`src/design/parallel_io_pkg.sv`:
```
// Shared constants and carrier types for the parallel port block
package parallel_io_pkg;
	// ==========================================================
	// Geometry
	localparam int PORT_COUNT = 9;
	localparam int LANE_W = 16;
	localparam int ADDR_W = 8;
	localparam int THR_W = 9;
	localparam int XTHR_W = 4;
	typedef logic [LANE_W-1:0] lane_t;
	typedef logic [PORT_COUNT-1:0][LANE_W-1:0] lane_arr_t;
	// ==========================================================
	// Register map: addr[7:4] selects the port, addr[3:0] the register
	localparam logic [3:0] OFS_DATA = 4'h0;
	localparam logic [3:0] OFS_DIR = 4'h4;
	localparam logic [3:0] OFS_OD = 4'h8;
	localparam logic [ADDR_W-1:0] ADDR_THR = 8'h90;
	localparam logic [ADDR_W-1:0] ADDR_XTHR = 8'h94;
	localparam logic [ADDR_W-1:0] ADDR_PORT0_LOW_HALF = 8'hA0;
	localparam logic [ADDR_W-1:0] ADDR_PORT0_HIGH_HALF = 8'hA4;
	localparam logic [ADDR_W-1:0] ADDR_PORT1_LOW_HALF = 8'hA8;
	localparam logic [ADDR_W-1:0] ADDR_PORT1_HIGH_HALF = 8'hAC;
	localparam logic [ADDR_W-1:0] ADDR_P2_DATA = 8'h20;
	// ==========================================================
	// Threshold bit positions
	localparam int THR_PORT0_LOW_HALF = 0;
	localparam int THR_PORT0_HIGH_HALF = 1;
	localparam int THR_PORT1_LOW_HALF = 2;
	localparam int THR_PORT1_HIGH_HALF = 3;
	localparam int THR_P2L = 4;
	localparam int THR_P2H = 5;
	localparam int THR_P3L = 6;
	localparam int THR_P3H = 7;
	localparam int THR_P4 = 8;
	localparam int XTHR_P5L = 0;
	localparam int XTHR_P5H = 1;
	localparam int XTHR_P7 = 2;
	localparam int XTHR_P8 = 3;
	// ==========================================================
	// Reset values and lane masks, port 8 leftmost
	localparam lane_t LATCH_RST = 16'h0000;
	localparam lane_t DIR_RST = 16'h0000;
	localparam lane_t OD_RST = 16'h0000;
	localparam lane_arr_t IMPL_MASK = {16'h00FF, 16'h00FF, 16'h00FF,
		16'hFFFF, 16'h00FF, 16'hBFFF, 16'hFFFF, 16'hFFFF, 16'hFFFF};
	localparam lane_arr_t DRIVE_MASK = {16'h00FF, 16'h00FF, 16'h00FF,
		16'h0000, 16'h00FF, 16'hBFFF, 16'hFFFF, 16'hFFFF, 16'hFFFF};
	localparam lane_arr_t OD_MASK = {16'h00FF, 16'h00FF, 16'h00FF,
		16'h0000, 16'h00FF, 16'hBFFF, 16'hFFFF, 16'h0000, 16'h0000};
	// ==========================================================
	// Carriers
	typedef struct packed {
		lane_t en;
		lane_t data;
	} alt_ctrl_t;
	typedef struct packed {
		lane_t en;
		lane_t out;
		lane_t data;
	} hw_ctrl_t;
	typedef alt_ctrl_t [PORT_COUNT-1:0] alt_bus_t;
	typedef hw_ctrl_t [PORT_COUNT-1:0] hw_bus_t;
endpackage : parallel_io_pkg

```
`src/design/line_pad.sv`:
```
// Output path of one port: direction, alternate merge, open drain
`timescale 1ns/10ps
module line_pad #(
	parameter int W = 16,
	parameter logic [W-1:0] DRIVE_LINES = 16'hFFFF,
	parameter logic [W-1:0] OD_LINES = 16'hFFFF,
	parameter logic [W-1:0] PWM_LINES = 16'h0000,
	parameter logic [W-1:0] AUTO_LINES = 16'h0000
) (
	input logic core_clk_i,
	input logic sys_rst_i,
	input logic [W-1:0] latch_i,
	input logic [W-1:0] dir_i,
	input logic [W-1:0] od_i,
	input logic [W-1:0] alt_en_i,
	input logic [W-1:0] alt_data_i,
	input logic [W-1:0] hw_en_i,
	input logic [W-1:0] hw_out_i,
	input logic [W-1:0] hw_data_i,
	output logic [W-1:0] pin_o,
	output logic [W-1:0] pin_oe_o
);
	// ==========================================================
	// State
	typedef struct packed {
		logic [W-1:0] out;
		logic [W-1:0] oe;
	} pad_t;
	pad_t st_r;
	pad_t st_nxt;
	logic [W-1:0] eff_dir;
	logic [W-1:0] alt_val;
	logic [W-1:0] val;
	logic [W-1:0] release_l;
	assign eff_dir = (hw_en_i & hw_out_i)
		| (~hw_en_i & (dir_i | (AUTO_LINES & alt_en_i)));
	// Latch gates the alternate data; modulator lines bypass it
	assign alt_val = (~PWM_LINES & latch_i & (~alt_en_i | alt_data_i))
		| (PWM_LINES & ((alt_en_i & alt_data_i) | (~alt_en_i & latch_i)));
	assign val = (hw_en_i & hw_data_i) | (~hw_en_i & alt_val);
	assign release_l = od_i & OD_LINES & ~hw_en_i & val;
	always_comb begin
		st_nxt.oe = eff_dir & DRIVE_LINES & ~release_l;
		st_nxt.out = val & st_nxt.oe;
		if (sys_rst_i) begin
			st_nxt = '0;
		end
	end
	always_ff @(posedge core_clk_i) begin
		st_r <= st_nxt;
	end
	assign pin_o = st_r.out;
	assign pin_oe_o = st_r.oe;
	// ==========================================================
	// Checks
	property p_no_dir_no_drive;
		@(posedge core_clk_i) disable iff (sys_rst_i)
		##1 (pin_oe_o & ~$past(eff_dir)) == '0;
	endproperty
	a_no_dir_no_drive: assert property (p_no_dir_no_drive)
		else $error("pin driven while line is an input");
	property p_od_release;
		@(posedge core_clk_i) disable iff (sys_rst_i)
		##1 (pin_oe_o & $past(od_i & OD_LINES & ~hw_en_i & val)) == '0;
	endproperty
	a_od_release: assert property (p_od_release)
		else $error("open drain line drove a high level");
	property p_out_drives;
		@(posedge core_clk_i) disable iff (sys_rst_i)
		##1 (($past(eff_dir & DRIVE_LINES & ~release_l) & ~pin_oe_o)
			| (pin_o ^ ($past(val) & pin_oe_o))) == '0;
	endproperty
	a_out_drives: assert property (p_out_drives)
		else $error("output line not driven with its value");
endmodule : line_pad

```
`src/design/line_sampler.sv`:
```
// Pin synchroniser and level filter for one port
`timescale 1ns/10ps
module line_sampler #(
	parameter int W = 16
) (
	input logic core_clk_i,
	input logic sys_rst_i,
	input logic [W-1:0] pin_i,
	input logic [W-1:0] hys_i,
	output logic [W-1:0] level_o
);
	// ==========================================================
	// State
	typedef struct packed {
		logic [W-1:0] s1;
		logic [W-1:0] s2;
		logic [W-1:0] s3;
		logic [W-1:0] s4;
		logic [W-1:0] level;
	} samp_t;
	samp_t st_r;
	samp_t st_nxt;
	logic [W-1:0] agree;
	// Hysteresis lines need one more matching sample to switch
	assign agree = ~(st_r.s2 ^ st_r.s3) & (~hys_i | ~(st_r.s3 ^ st_r.s4));
	always_comb begin
		st_nxt = st_r;
		st_nxt.s1 = pin_i;
		st_nxt.s2 = st_r.s1;
		st_nxt.s3 = st_r.s2;
		st_nxt.s4 = st_r.s3;
		st_nxt.level = (agree & st_r.s3) | (~agree & st_r.level);
		if (sys_rst_i) begin
			st_nxt = '0;
		end
	end
	always_ff @(posedge core_clk_i) begin
		st_r <= st_nxt;
	end
	assign level_o = st_r.level;
	// ==========================================================
	// Checks
	property p_level_follows;
		@(posedge core_clk_i) disable iff (sys_rst_i)
		##1 ((level_o ^ $past(st_r.s3)) & $past(agree)) == '0;
	endproperty
	a_level_follows: assert property (p_level_follows)
		else $error("sampled level did not follow agreeing samples");
	property p_hys_hold;
		@(posedge core_clk_i) disable iff (sys_rst_i)
		##1 ((level_o ^ $past(level_o)) & $past(hys_i)
			& $past(st_r.s3 ^ st_r.s4)) == '0;
	endproperty
	a_hys_hold: assert property (p_hys_hold)
		else $error("hysteresis line switched without extra sample");
endmodule : line_sampler

```
`src/design/parallel_io_port_logic.sv`:
```
// Parallel port block: registers, sampling and pad control
// Contract
// - Sample every pin every clock cycle
// - Input line: write latch, read pin
// - Input line read-modify-write uses pin value
// - Direction one enables driver with latch value
// - Output line reads return latch contents
// - Output line read-modify-write uses latch
// - Ports 2,3,4,6,7,8 select open drain
// - Standard threshold default, hysteresis selectable
// - Threshold selected per byte of port; port 6 has no select bit and stays on standard threshold
// - Direction, drive independent of threshold
// - Alternate output needs direction one
// - Reset-critical signals switch to output automatically
// - Latch ANDed with alternate data, except modulators
// - Direction resets to input, zero means input
// - Output line feeds latch to alternate input
// - Bus lines switch direction by hardware
// - Port widths; port 3 line 14 absent
// - Port 5 input only, no drivers
// - Ports 0 and 1 addressable as halves
// - Port 4 carries upper segment address
//
// The address map and the strobed register port are this design's own decisions.
`timescale 1ns/10ps
module parallel_io_port_logic
	import parallel_io_pkg::*;
#(
	parameter lane_arr_t PWM_LINES = '0,
	parameter lane_arr_t AUTO_LINES = '0
) (
	input logic core_clk_i,
	input logic sys_rst_i,
	input logic [ADDR_W-1:0] addr_i,
	input logic [LANE_W-1:0] wr_data_i,
	input logic wr_en_i,
	input logic rd_en_i,
	output logic [LANE_W-1:0] rd_data_o,
	input lane_arr_t pin_i,
	output lane_arr_t pin_o,
	output lane_arr_t pin_oe_o,
	input alt_bus_t alt_out_i,
	output lane_arr_t alt_in_o,
	input hw_bus_t hw_i,
	input logic seg_en_i,
	input logic [7:0] seg_addr_i
);
	// ==========================================================
	// Register state
	typedef struct packed {
		lane_arr_t latch;
		lane_arr_t dir;
		lane_arr_t od;
		logic [THR_W-1:0] thr;
		logic [XTHR_W-1:0] xthr;
		lane_t rdata;
	} regs_t;
	localparam regs_t REGS_RST = '{
		latch: {PORT_COUNT{LATCH_RST}},
		dir: {PORT_COUNT{DIR_RST}},
		od: {PORT_COUNT{OD_RST}},
		thr: '0,
		xthr: '0,
		rdata: '0
	};
	regs_t st_r;
	regs_t st_nxt;
	lane_arr_t level;
	hw_bus_t hw_eff;
	lane_t view_p0;
	lane_t view_p1;
	// ==========================================================
	// Decoding
	function automatic logic port_hit(input logic [ADDR_W-1:0] a,
		input logic [3:0] ofs);
		port_hit = (int'(a[7:4]) < PORT_COUNT) && (a[3:0] == ofs);
	endfunction : port_hit
	// Software view of a port: latch where driven, pin where input
	function automatic lane_t view(input lane_t latch, input lane_t dir,
		input lane_t pin, input lane_t impl);
		view = ((dir & latch) | (~dir & pin)) & impl;
	endfunction : view
	// Hysteresis select per lane, one bit per byte; port 6 has none
	function automatic lane_t hys_lanes(input int p,
		input logic [THR_W-1:0] t, input logic [XTHR_W-1:0] x);
		case (p)
			0: hys_lanes = {{8{t[THR_PORT0_HIGH_HALF]}}, {8{t[THR_PORT0_LOW_HALF]}}};
			1: hys_lanes = {{8{t[THR_PORT1_HIGH_HALF]}}, {8{t[THR_PORT1_LOW_HALF]}}};
			2: hys_lanes = {{8{t[THR_P2H]}}, {8{t[THR_P2L]}}};
			3: hys_lanes = {{8{t[THR_P3H]}}, {8{t[THR_P3L]}}};
			4: hys_lanes = {8'h00, {8{t[THR_P4]}}};
			5: hys_lanes = {{8{x[XTHR_P5H]}}, {8{x[XTHR_P5L]}}};
			7: hys_lanes = {8'h00, {8{x[XTHR_P7]}}};
			8: hys_lanes = {8'h00, {8{x[XTHR_P8]}}};
			default: hys_lanes = 16'h0000;
		endcase
	endfunction : hys_lanes
	// ==========================================================
	// Register next state
	// Half-port reads need the whole word view first
	assign view_p0 = view(st_r.latch[0], st_r.dir[0], level[0],
		IMPL_MASK[0]);
	assign view_p1 = view(st_r.latch[1], st_r.dir[1], level[1],
		IMPL_MASK[1]);
	always_comb begin
		logic [3:0] wp;
		wp = addr_i[7:4];
		st_nxt = st_r;
		st_nxt.rdata = 16'h0000;
		if (wr_en_i) begin
			// Writes only reach the latch; the pin follows via direction
			if (port_hit(addr_i, OFS_DATA)) begin
				st_nxt.latch[wp] = wr_data_i & DRIVE_MASK[wp];
			end
			if (port_hit(addr_i, OFS_DIR)) begin
				st_nxt.dir[wp] = wr_data_i & DRIVE_MASK[wp];
			end
			if (port_hit(addr_i, OFS_OD)) begin
				st_nxt.od[wp] = wr_data_i & OD_MASK[wp];
			end
			case (addr_i)
				ADDR_THR: begin
					st_nxt.thr = wr_data_i[THR_W-1:0];
				end
				ADDR_XTHR: begin
					st_nxt.xthr = wr_data_i[XTHR_W-1:0];
				end
				ADDR_PORT0_LOW_HALF: begin
					st_nxt.latch[0][7:0] = wr_data_i[7:0];
				end
				ADDR_PORT0_HIGH_HALF: begin
					st_nxt.latch[0][15:8] = wr_data_i[7:0];
				end
				ADDR_PORT1_LOW_HALF: begin
					st_nxt.latch[1][7:0] = wr_data_i[7:0];
				end
				ADDR_PORT1_HIGH_HALF: begin
					st_nxt.latch[1][15:8] = wr_data_i[7:0];
				end
				default: begin
				end
			endcase
		end
		if (rd_en_i) begin
			// A later write of this word completes a read-modify-write
			if (port_hit(addr_i, OFS_DATA)) begin
				st_nxt.rdata = view(st_r.latch[wp], st_r.dir[wp],
					level[wp], IMPL_MASK[wp]);
			end
			if (port_hit(addr_i, OFS_DIR)) begin
				st_nxt.rdata = st_r.dir[wp];
			end
			if (port_hit(addr_i, OFS_OD)) begin
				st_nxt.rdata = st_r.od[wp];
			end
			case (addr_i)
				ADDR_THR: begin
					st_nxt.rdata = {7'h00, st_r.thr};
				end
				ADDR_XTHR: begin
					st_nxt.rdata = {12'h000, st_r.xthr};
				end
				ADDR_PORT0_LOW_HALF: begin
					st_nxt.rdata = {8'h00, view_p0[7:0]};
				end
				ADDR_PORT0_HIGH_HALF: begin
					st_nxt.rdata = {8'h00, view_p0[15:8]};
				end
				ADDR_PORT1_LOW_HALF: begin
					st_nxt.rdata = {8'h00, view_p1[7:0]};
				end
				ADDR_PORT1_HIGH_HALF: begin
					st_nxt.rdata = {8'h00, view_p1[15:8]};
				end
				default: begin
				end
			endcase
		end
		if (sys_rst_i) begin
			st_nxt = REGS_RST;
		end
	end
	always_ff @(posedge core_clk_i) begin
		st_r <= st_nxt;
	end
	assign rd_data_o = st_r.rdata;
	// ==========================================================
	// Hardware-owned lanes; segment address overrides port 4 while seg_en_i is set
	always_comb begin
		hw_eff = hw_i;
		if (seg_en_i) begin
			hw_eff[4].en = 16'h00FF;
			hw_eff[4].out = 16'h00FF;
			hw_eff[4].data = {8'h00, seg_addr_i};
		end
	end
	// ==========================================================
	// Per-port lanes
	generate
		for (genvar g = 0; g < PORT_COUNT; g++) begin : g_port
			line_sampler #(
				.W(LANE_W)
			) u_samp (
				.core_clk_i(core_clk_i),
				.sys_rst_i(sys_rst_i),
				.pin_i(pin_i[g] & IMPL_MASK[g]),
				.hys_i(hys_lanes(g, st_r.thr, st_r.xthr)),
				.level_o(level[g])
			);
			line_pad #(
				.W(LANE_W),
				.DRIVE_LINES(DRIVE_MASK[g]),
				.OD_LINES(OD_MASK[g]),
				.PWM_LINES(PWM_LINES[g]),
				.AUTO_LINES(AUTO_LINES[g] & DRIVE_MASK[g])
			) u_pad (
				.core_clk_i(core_clk_i),
				.sys_rst_i(sys_rst_i),
				.latch_i(st_r.latch[g]),
				.dir_i(st_r.dir[g]),
				.od_i(st_r.od[g]),
				.alt_en_i(alt_out_i[g].en),
				.alt_data_i(alt_out_i[g].data),
				.hw_en_i(hw_eff[g].en & DRIVE_MASK[g]),
				.hw_out_i(hw_eff[g].out),
				.hw_data_i(hw_eff[g].data),
				.pin_o(pin_o[g]),
				.pin_oe_o(pin_oe_o[g])
			);
			// Alternate inputs see the pin, which carries the latch when driven
			assign alt_in_o[g] = level[g];
		end
	endgenerate
	// ==========================================================
	// Checks
	property p_dir_reset;
		@(posedge core_clk_i)
		sys_rst_i |=> st_r.dir == '0;
	endproperty
	a_dir_reset: assert property (p_dir_reset)
		else $error("direction not input after reset");
	property p_write_latch;
		@(posedge core_clk_i) disable iff (sys_rst_i)
		(wr_en_i && addr_i == ADDR_P2_DATA) |=>
			st_r.latch[2] == $past(wr_data_i);
	endproperty
	a_write_latch: assert property (p_write_latch)
		else $error("port write did not reach the latch");
	property p_read_output;
		@(posedge core_clk_i) disable iff (sys_rst_i)
		(rd_en_i && addr_i == ADDR_P2_DATA && st_r.dir[2] == 16'hFFFF)
			|=> rd_data_o == $past(st_r.latch[2]);
	endproperty
	a_read_output: assert property (p_read_output)
		else $error("output line read did not return latch");
	property p_read_input;
		@(posedge core_clk_i) disable iff (sys_rst_i)
		(rd_en_i && addr_i == ADDR_P2_DATA && st_r.dir[2] == 16'h0000)
			|=> rd_data_o == $past(level[2]);
	endproperty
	a_read_input: assert property (p_read_input)
		else $error("input line read did not return pin");
	property p_missing_line;
		@(posedge core_clk_i) disable iff (sys_rst_i)
		!pin_oe_o[3][14] && !st_r.latch[3][14] && !alt_in_o[3][14];
	endproperty
	a_missing_line: assert property (p_missing_line)
		else $error("absent port 3 line is active");
	property p_input_only;
		@(posedge core_clk_i) disable iff (sys_rst_i)
		pin_oe_o[5] == '0;
	endproperty
	a_input_only: assert property (p_input_only)
		else $error("port 5 drove a pin");
	property p_half_write;
		@(posedge core_clk_i) disable iff (sys_rst_i)
		(wr_en_i && addr_i == ADDR_PORT0_HIGH_HALF) |=>
			st_r.latch[0] == {$past(wr_data_i[7:0]),
				$past(st_r.latch[0][7:0])};
	endproperty
	a_half_write: assert property (p_half_write)
		else $error("high half write disturbed the low half");
	property p_segment;
		@(posedge core_clk_i) disable iff (sys_rst_i)
		seg_en_i ##1 seg_en_i |=> pin_oe_o[4][7:0] == 8'hFF
			&& pin_o[4][7:0] == $past(seg_addr_i);
	endproperty
	a_segment: assert property (p_segment)
		else $error("segment address not on port 4");
	property p_od_mask;
		@(posedge core_clk_i) disable iff (sys_rst_i)
		(st_r.od & ~OD_MASK) == '0;
	endproperty
	a_od_mask: assert property (p_od_mask)
		else $error("open drain bit set on a push-pull only line");
	property p_od_write;
		@(posedge core_clk_i) disable iff (sys_rst_i)
		(wr_en_i && addr_i == {4'h2, OFS_OD}) |=>
			st_r.od[2] == $past(wr_data_i);
	endproperty
	a_od_write: assert property (p_od_write)
		else $error("open drain write lost on port 2");
	property p_dir_mask;
		@(posedge core_clk_i) disable iff (sys_rst_i)
		(st_r.dir & ~DRIVE_MASK) == '0;
	endproperty
	a_dir_mask: assert property (p_dir_mask)
		else $error("direction bit set on a line without driver");
	property p_thr_write;
		@(posedge core_clk_i) disable iff (sys_rst_i)
		(wr_en_i && addr_i == ADDR_THR) |=>
			st_r.thr == $past(wr_data_i[THR_W-1:0]);
	endproperty
	a_thr_write: assert property (p_thr_write)
		else $error("threshold select write lost");
	property p_xthr_write;
		@(posedge core_clk_i) disable iff (sys_rst_i)
		(wr_en_i && addr_i == ADDR_XTHR) |=>
			st_r.xthr == $past(wr_data_i[XTHR_W-1:0]);
	endproperty
	a_xthr_write: assert property (p_xthr_write)
		else $error("extended threshold select write lost");
	property p_dir_write;
		@(posedge core_clk_i) disable iff (sys_rst_i)
		(wr_en_i && addr_i == {4'h2, OFS_DIR}) |=>
			st_r.dir[2] == $past(wr_data_i);
	endproperty
	a_dir_write: assert property (p_dir_write)
		else $error("direction write lost on port 2");
	property p_rd_idle;
		@(posedge core_clk_i) disable iff (sys_rst_i)
		!rd_en_i |=> rd_data_o == '0;
	endproperty
	a_rd_idle: assert property (p_rd_idle)
		else $error("read data present without a read");
	property p_high_half_read;
		@(posedge core_clk_i) disable iff (sys_rst_i)
		(rd_en_i && addr_i == ADDR_PORT0_HIGH_HALF
			&& st_r.dir[0] == 16'hFFFF) |=>
			rd_data_o == {8'h00, $past(st_r.latch[0][15:8])};
	endproperty
	a_high_half_read: assert property (p_high_half_read)
		else $error("high half read did not return upper byte");
	property p_bus_lane;
		@(posedge core_clk_i) disable iff (sys_rst_i)
		(hw_i[0].en == 16'hFFFF && hw_i[0].out == 16'hFFFF) |=>
			pin_oe_o[0] == 16'hFFFF;
	endproperty
	a_bus_lane: assert property (p_bus_lane)
		else $error("bus lanes not switched to output");
endmodule : parallel_io_port_logic

```
`config.mk`:
```
export PLATFORM = sky130hd
export DESIGN_NAME = parallel_io_port_logic
export DESIGN_NICKNAME = d
export VERILOG_FILES = /design/src/design/parallel_io_pkg.sv /design/src/design/line_pad.sv /design/src/design/line_sampler.sv /design/src/design/parallel_io_port_logic.sv
export SDC_FILE = /design/constraint.sdc
export NUM_CORES = 2
export LEC_CHECK = 0
export BUFFER_PORTS_ARGS = -buffer_cell sky130_fd_sc_hd__buf_2
export CELL_PAD_IN_SITES_DETAIL_PLACEMENT = 1
export CELL_PAD_IN_SITES_GLOBAL_PLACEMENT = 1
export CORE_AREA = 4 4 518 520
export DETAILED_ROUTE_END_ITERATION = 7
export DIE_AREA = 0 0 522 524
export PLACE_DENSITY_LB_ADDON = 0.15
export SLEW_MARGIN = 20
export SYNTH_ARGS = -nofsm -noshare
export SYNTH_HDL_FRONTEND = slang
export SYNTH_SLANG_ARGS = --single-unit
```
`constraint.sdc`:
```
create_clock -name core_clk_i -period 2.95 [get_ports core_clk_i]
set_clock_uncertainty 0.05 [all_clocks]
set_input_delay 0.4425 -clock core_clk_i [delete_from_list [all_inputs] [get_ports core_clk_i]]
set_output_delay 0.4425 -clock core_clk_i [all_outputs]
set_load 0.1 [all_outputs]
```
==> summary.md <==
| Metric | Value |
|---|---|
| Slew Viols, Final | `0` |
| Core area | `264000 um^2` |
| Cells after DPL | `9515` |
| Root Buffer Master | `clkbuf_16` |
| Total number of vias | `43200` |
| Pwr Total | `39.9 mW` |
| Full die area | `274000 um^2` |
| Largest net degree at the start of global routing | `141` |
| Layout net count | `7543` |
| Post-synth top flop | `dfxtp_1` |
| Top cell type by total area after synthesis | `dfxtp_1` |
| Sequential share of the synthesized area | `50.5%` |
| Critical Path, Cell by Cell | `o21ai_0 > o21ai_0 > nor2_1 > a21oi_1 > dlygate4sd3_1 > nor3_1` |
| Overflow after GRT | `0` |
| Synth Warn # | `0` |
| Clock tree buffer depth | `3` |
| Number of global-route vias before repair | `44500` |
| CTS tree | `yes` |
| Synthesized area | `47500 um^2` |
| Clock Pin Slew Worst Setup and Hold Paths | `60 ps` |
| Leak | `27.0 nW` |
| Initial antenna violation count | `81` |
| Drc violations | `0` |
| DP HPWL | `203 mm` |
| CP most frequent cell | `o21ai_0` |
| Worst-path fanout max | `4` |
| Synthesized flop and latch total | `1198` |
| Worst Hold Class | `in2reg` |
| Overall routed net length | `259 mm` |
| Cells after Synth | `5177` |
| Post-synth EDFFs | `0` |
| Row Count | `189` |
| Startpoint class of the critical path | `flip-flop` |
| CP max stage delay | `660 ps` |
| Skew-Pair Late Insertion Delay | `820 ps` |
| Max-cap viol count | `0` |
| RSZ-0062 raised after global routing | `no` |
| Post_cts resized | `0` |
| Most frequent cells in the layout | `1198 x dfxtp_1, 935 x buf_2, 643 x nor2_1` |
| Commonest non-fill, non-tap cell in the layout | `dfxtp_1` |
| Finished Layout Cells | `10300` |
| Die W | `522 um` |
| Crit share post-route | `89.2%` |
| Syn avg cell area | `9.18 um^2` |
| Routed wire length per instance | `25.1 um` |
| Worst EP required | `3550 ps` |
| DRT Pass-1 Iters | `5` |
| Buffers on Ports | `939` |
| Max Clk Rate | `380 MHz` |
| Synth top area share | `50.5%` |
| Vias per inst | `4.19` |
| GR Util All Layers | `18.3%` |
| Fin. Hold Viols | `0` |
| Min Hold Slack | `22.0 ps` |
| Arr. time, crit path | `3230 ps` |
| Max IR drop VDD | `628 uV` |
| Area added between synthesis and finish | `40.1%` |
| Area contributors post-synth | `dfxtp_1 50%, nor2b_1 6.7%, a21oi_1 5.3%` |
| Ports | `1349` |
| TNS Setup | `0 ps` |
| Fin crit period | `2630 ps` |
| CP delay by family, top | `compound AO/OA/AOI/OAI gates` |
| 1st-iter DRT viols | `2410` |
| Crit Path Class | `reg2reg` |
| Post-route core utilization | `25.2%` |
| H-tree levels | `4` |
| Pwr dens | `599 nW/um^2` |
| Crit. End Element | `flip-flop` |
| Synth unique cells | `76` |
| ANT nets after route | `0` |
| Slew headroom | `34.8%` |
| Final setup fails | `0` |
| FFs w/ async S/R, synth | `0%` |
| Layout cells sized above 1 | `23.6%` |
| Bufs and invs on worst path | `1` |
| Run status | `finished clean` |
| CP max stage cell | `dfxtp_1` |
| Clock Sinks | `1198` |
| Chip Height | `524 um` |
| TritonCTS buffer count | `156` |
| Slew @ Worst Pin | `951 ps` |
| First-pass GRT wire length | `353 mm` |
| Initial Util | `18.0%` |
| Gp weighted congestion | `0.808` |
layer usage:
layer	GRT usage (%)	up-vias	wire length, um
li1	-	20300	-
met1	24.3	21300	118000
met2	29.0	1246	116000
met3	4.61	291	17300
met4	5.72	20	8160
met5	0	-	123
worst register-to-register path, cell delays in order (launching register included):
cell and delay, ps:
dfxtp_1 660, o21ai_0 400, o21ai_0 500, nor2_1 90, a21oi_1 120, dlygate4sd3_1 590, nor3_1 60
sequential cells by signal (all words and copies together) (netlist names), named ones only:
name	cells
rd_data_o	16
g_port.u_samp.st_r	436
st_r	445
g_port.u_pad.pin_oe_o	95
g_port.u_pad.pin_o	95
metrics by stage:
| step | setup WS, ps | instance area, um^2 |
|---|---|---|
| after floorplan | 695 | 48000 |
| after global placement | 23.9 | 56500 |
| after detailed placement | 53.1 | 56500 |
| after CTS | 215 | 66500 |
| after global routing | 167 | 66600 |
| final | 320 | 66600 |
cell type report:
| class | count | area, um^2 |
|---|---|---|
| repair buffers | 1707 | 12200 |
| diodes | 26 | 65.1 |
| multi-input cells | 3410 | 20300 |
| inverters | 169 | 634 |
| well taps | 3533 | 4420 |
| fillers | 30800 | 198000 |
| clock buffers | 230 | 4530 |
| flip-flops and latches | 1198 | 24000 |
| clock inverters | 45 | 503 |
worst paths after layout:
| kind | slack (ps) | cells past startpoint | from | to |
|---|---|---|---|---|
| worst max-delay path | 320 | 6 | st_r[353] | g_port[2].u_pad.pin_o[4] |
| worst min-delay path | 20 | 3 | hw_i[18] | g_port[0].u_pad.pin_oe_o[2] |
| worst max register to register | 320 | 6 | st_r[353] | g_port[2].u_pad.pin_o[4] |
| worst min register to register | 380 | 1 | g_port[0].u_samp.st_r[70] | g_port[0].u_samp.st_r[54] |
cell families after synthesis:
kind of cell | share of synthesized area (%)
and+or+nand+nor | 19.1
AOI/OAI and AO/OA | 15.5
DFF | 50.5
buffers and inverters | 7.99
muxes | 6.97
other | 0.00789
power breakdown:
group / switching (mW) / internal, mW / total (mW)
clock: 8.11 / 10.9 / 19.0
sequential: 0.148 / 16.5 / 16.6
combinational: 2.91 / 1.34 / 4.25
total: 11.2 / 28.7 / 39.9
what timing repair did:
action                                  4_1_cts  5_1_grt
endpoints found under the setup margin        0        0
hold buffers                                502        0
hold endpoints to repair                    349        0
setup buffers                                 0        0
synth_stat cells (15+ instances only):
library cell / n
a22oi_1: 24
dfxtp_1: 1198
nand2_1: 287
a22o_1: 104
clkbuf_1: 196
mux2i_1: 115
inv_1: 169
a211oi_1: 31
o221ai_1: 23
buf_4: 260
mux2_2: 24
buf_2: 42
buf_6: 16
a222oi_1: 17
o21ai_0: 339
a21oi_1: 506
a221oi_1: 21
mux4_2: 84
nor2b_1: 508
a31oi_1: 61
a21o_1: 17
nor3_1: 97
nor2_1: 643
and2_1: 185
nand3_1: 48
o22ai_1: 15
Note: power is estimated with default switching activity, not from simulation.
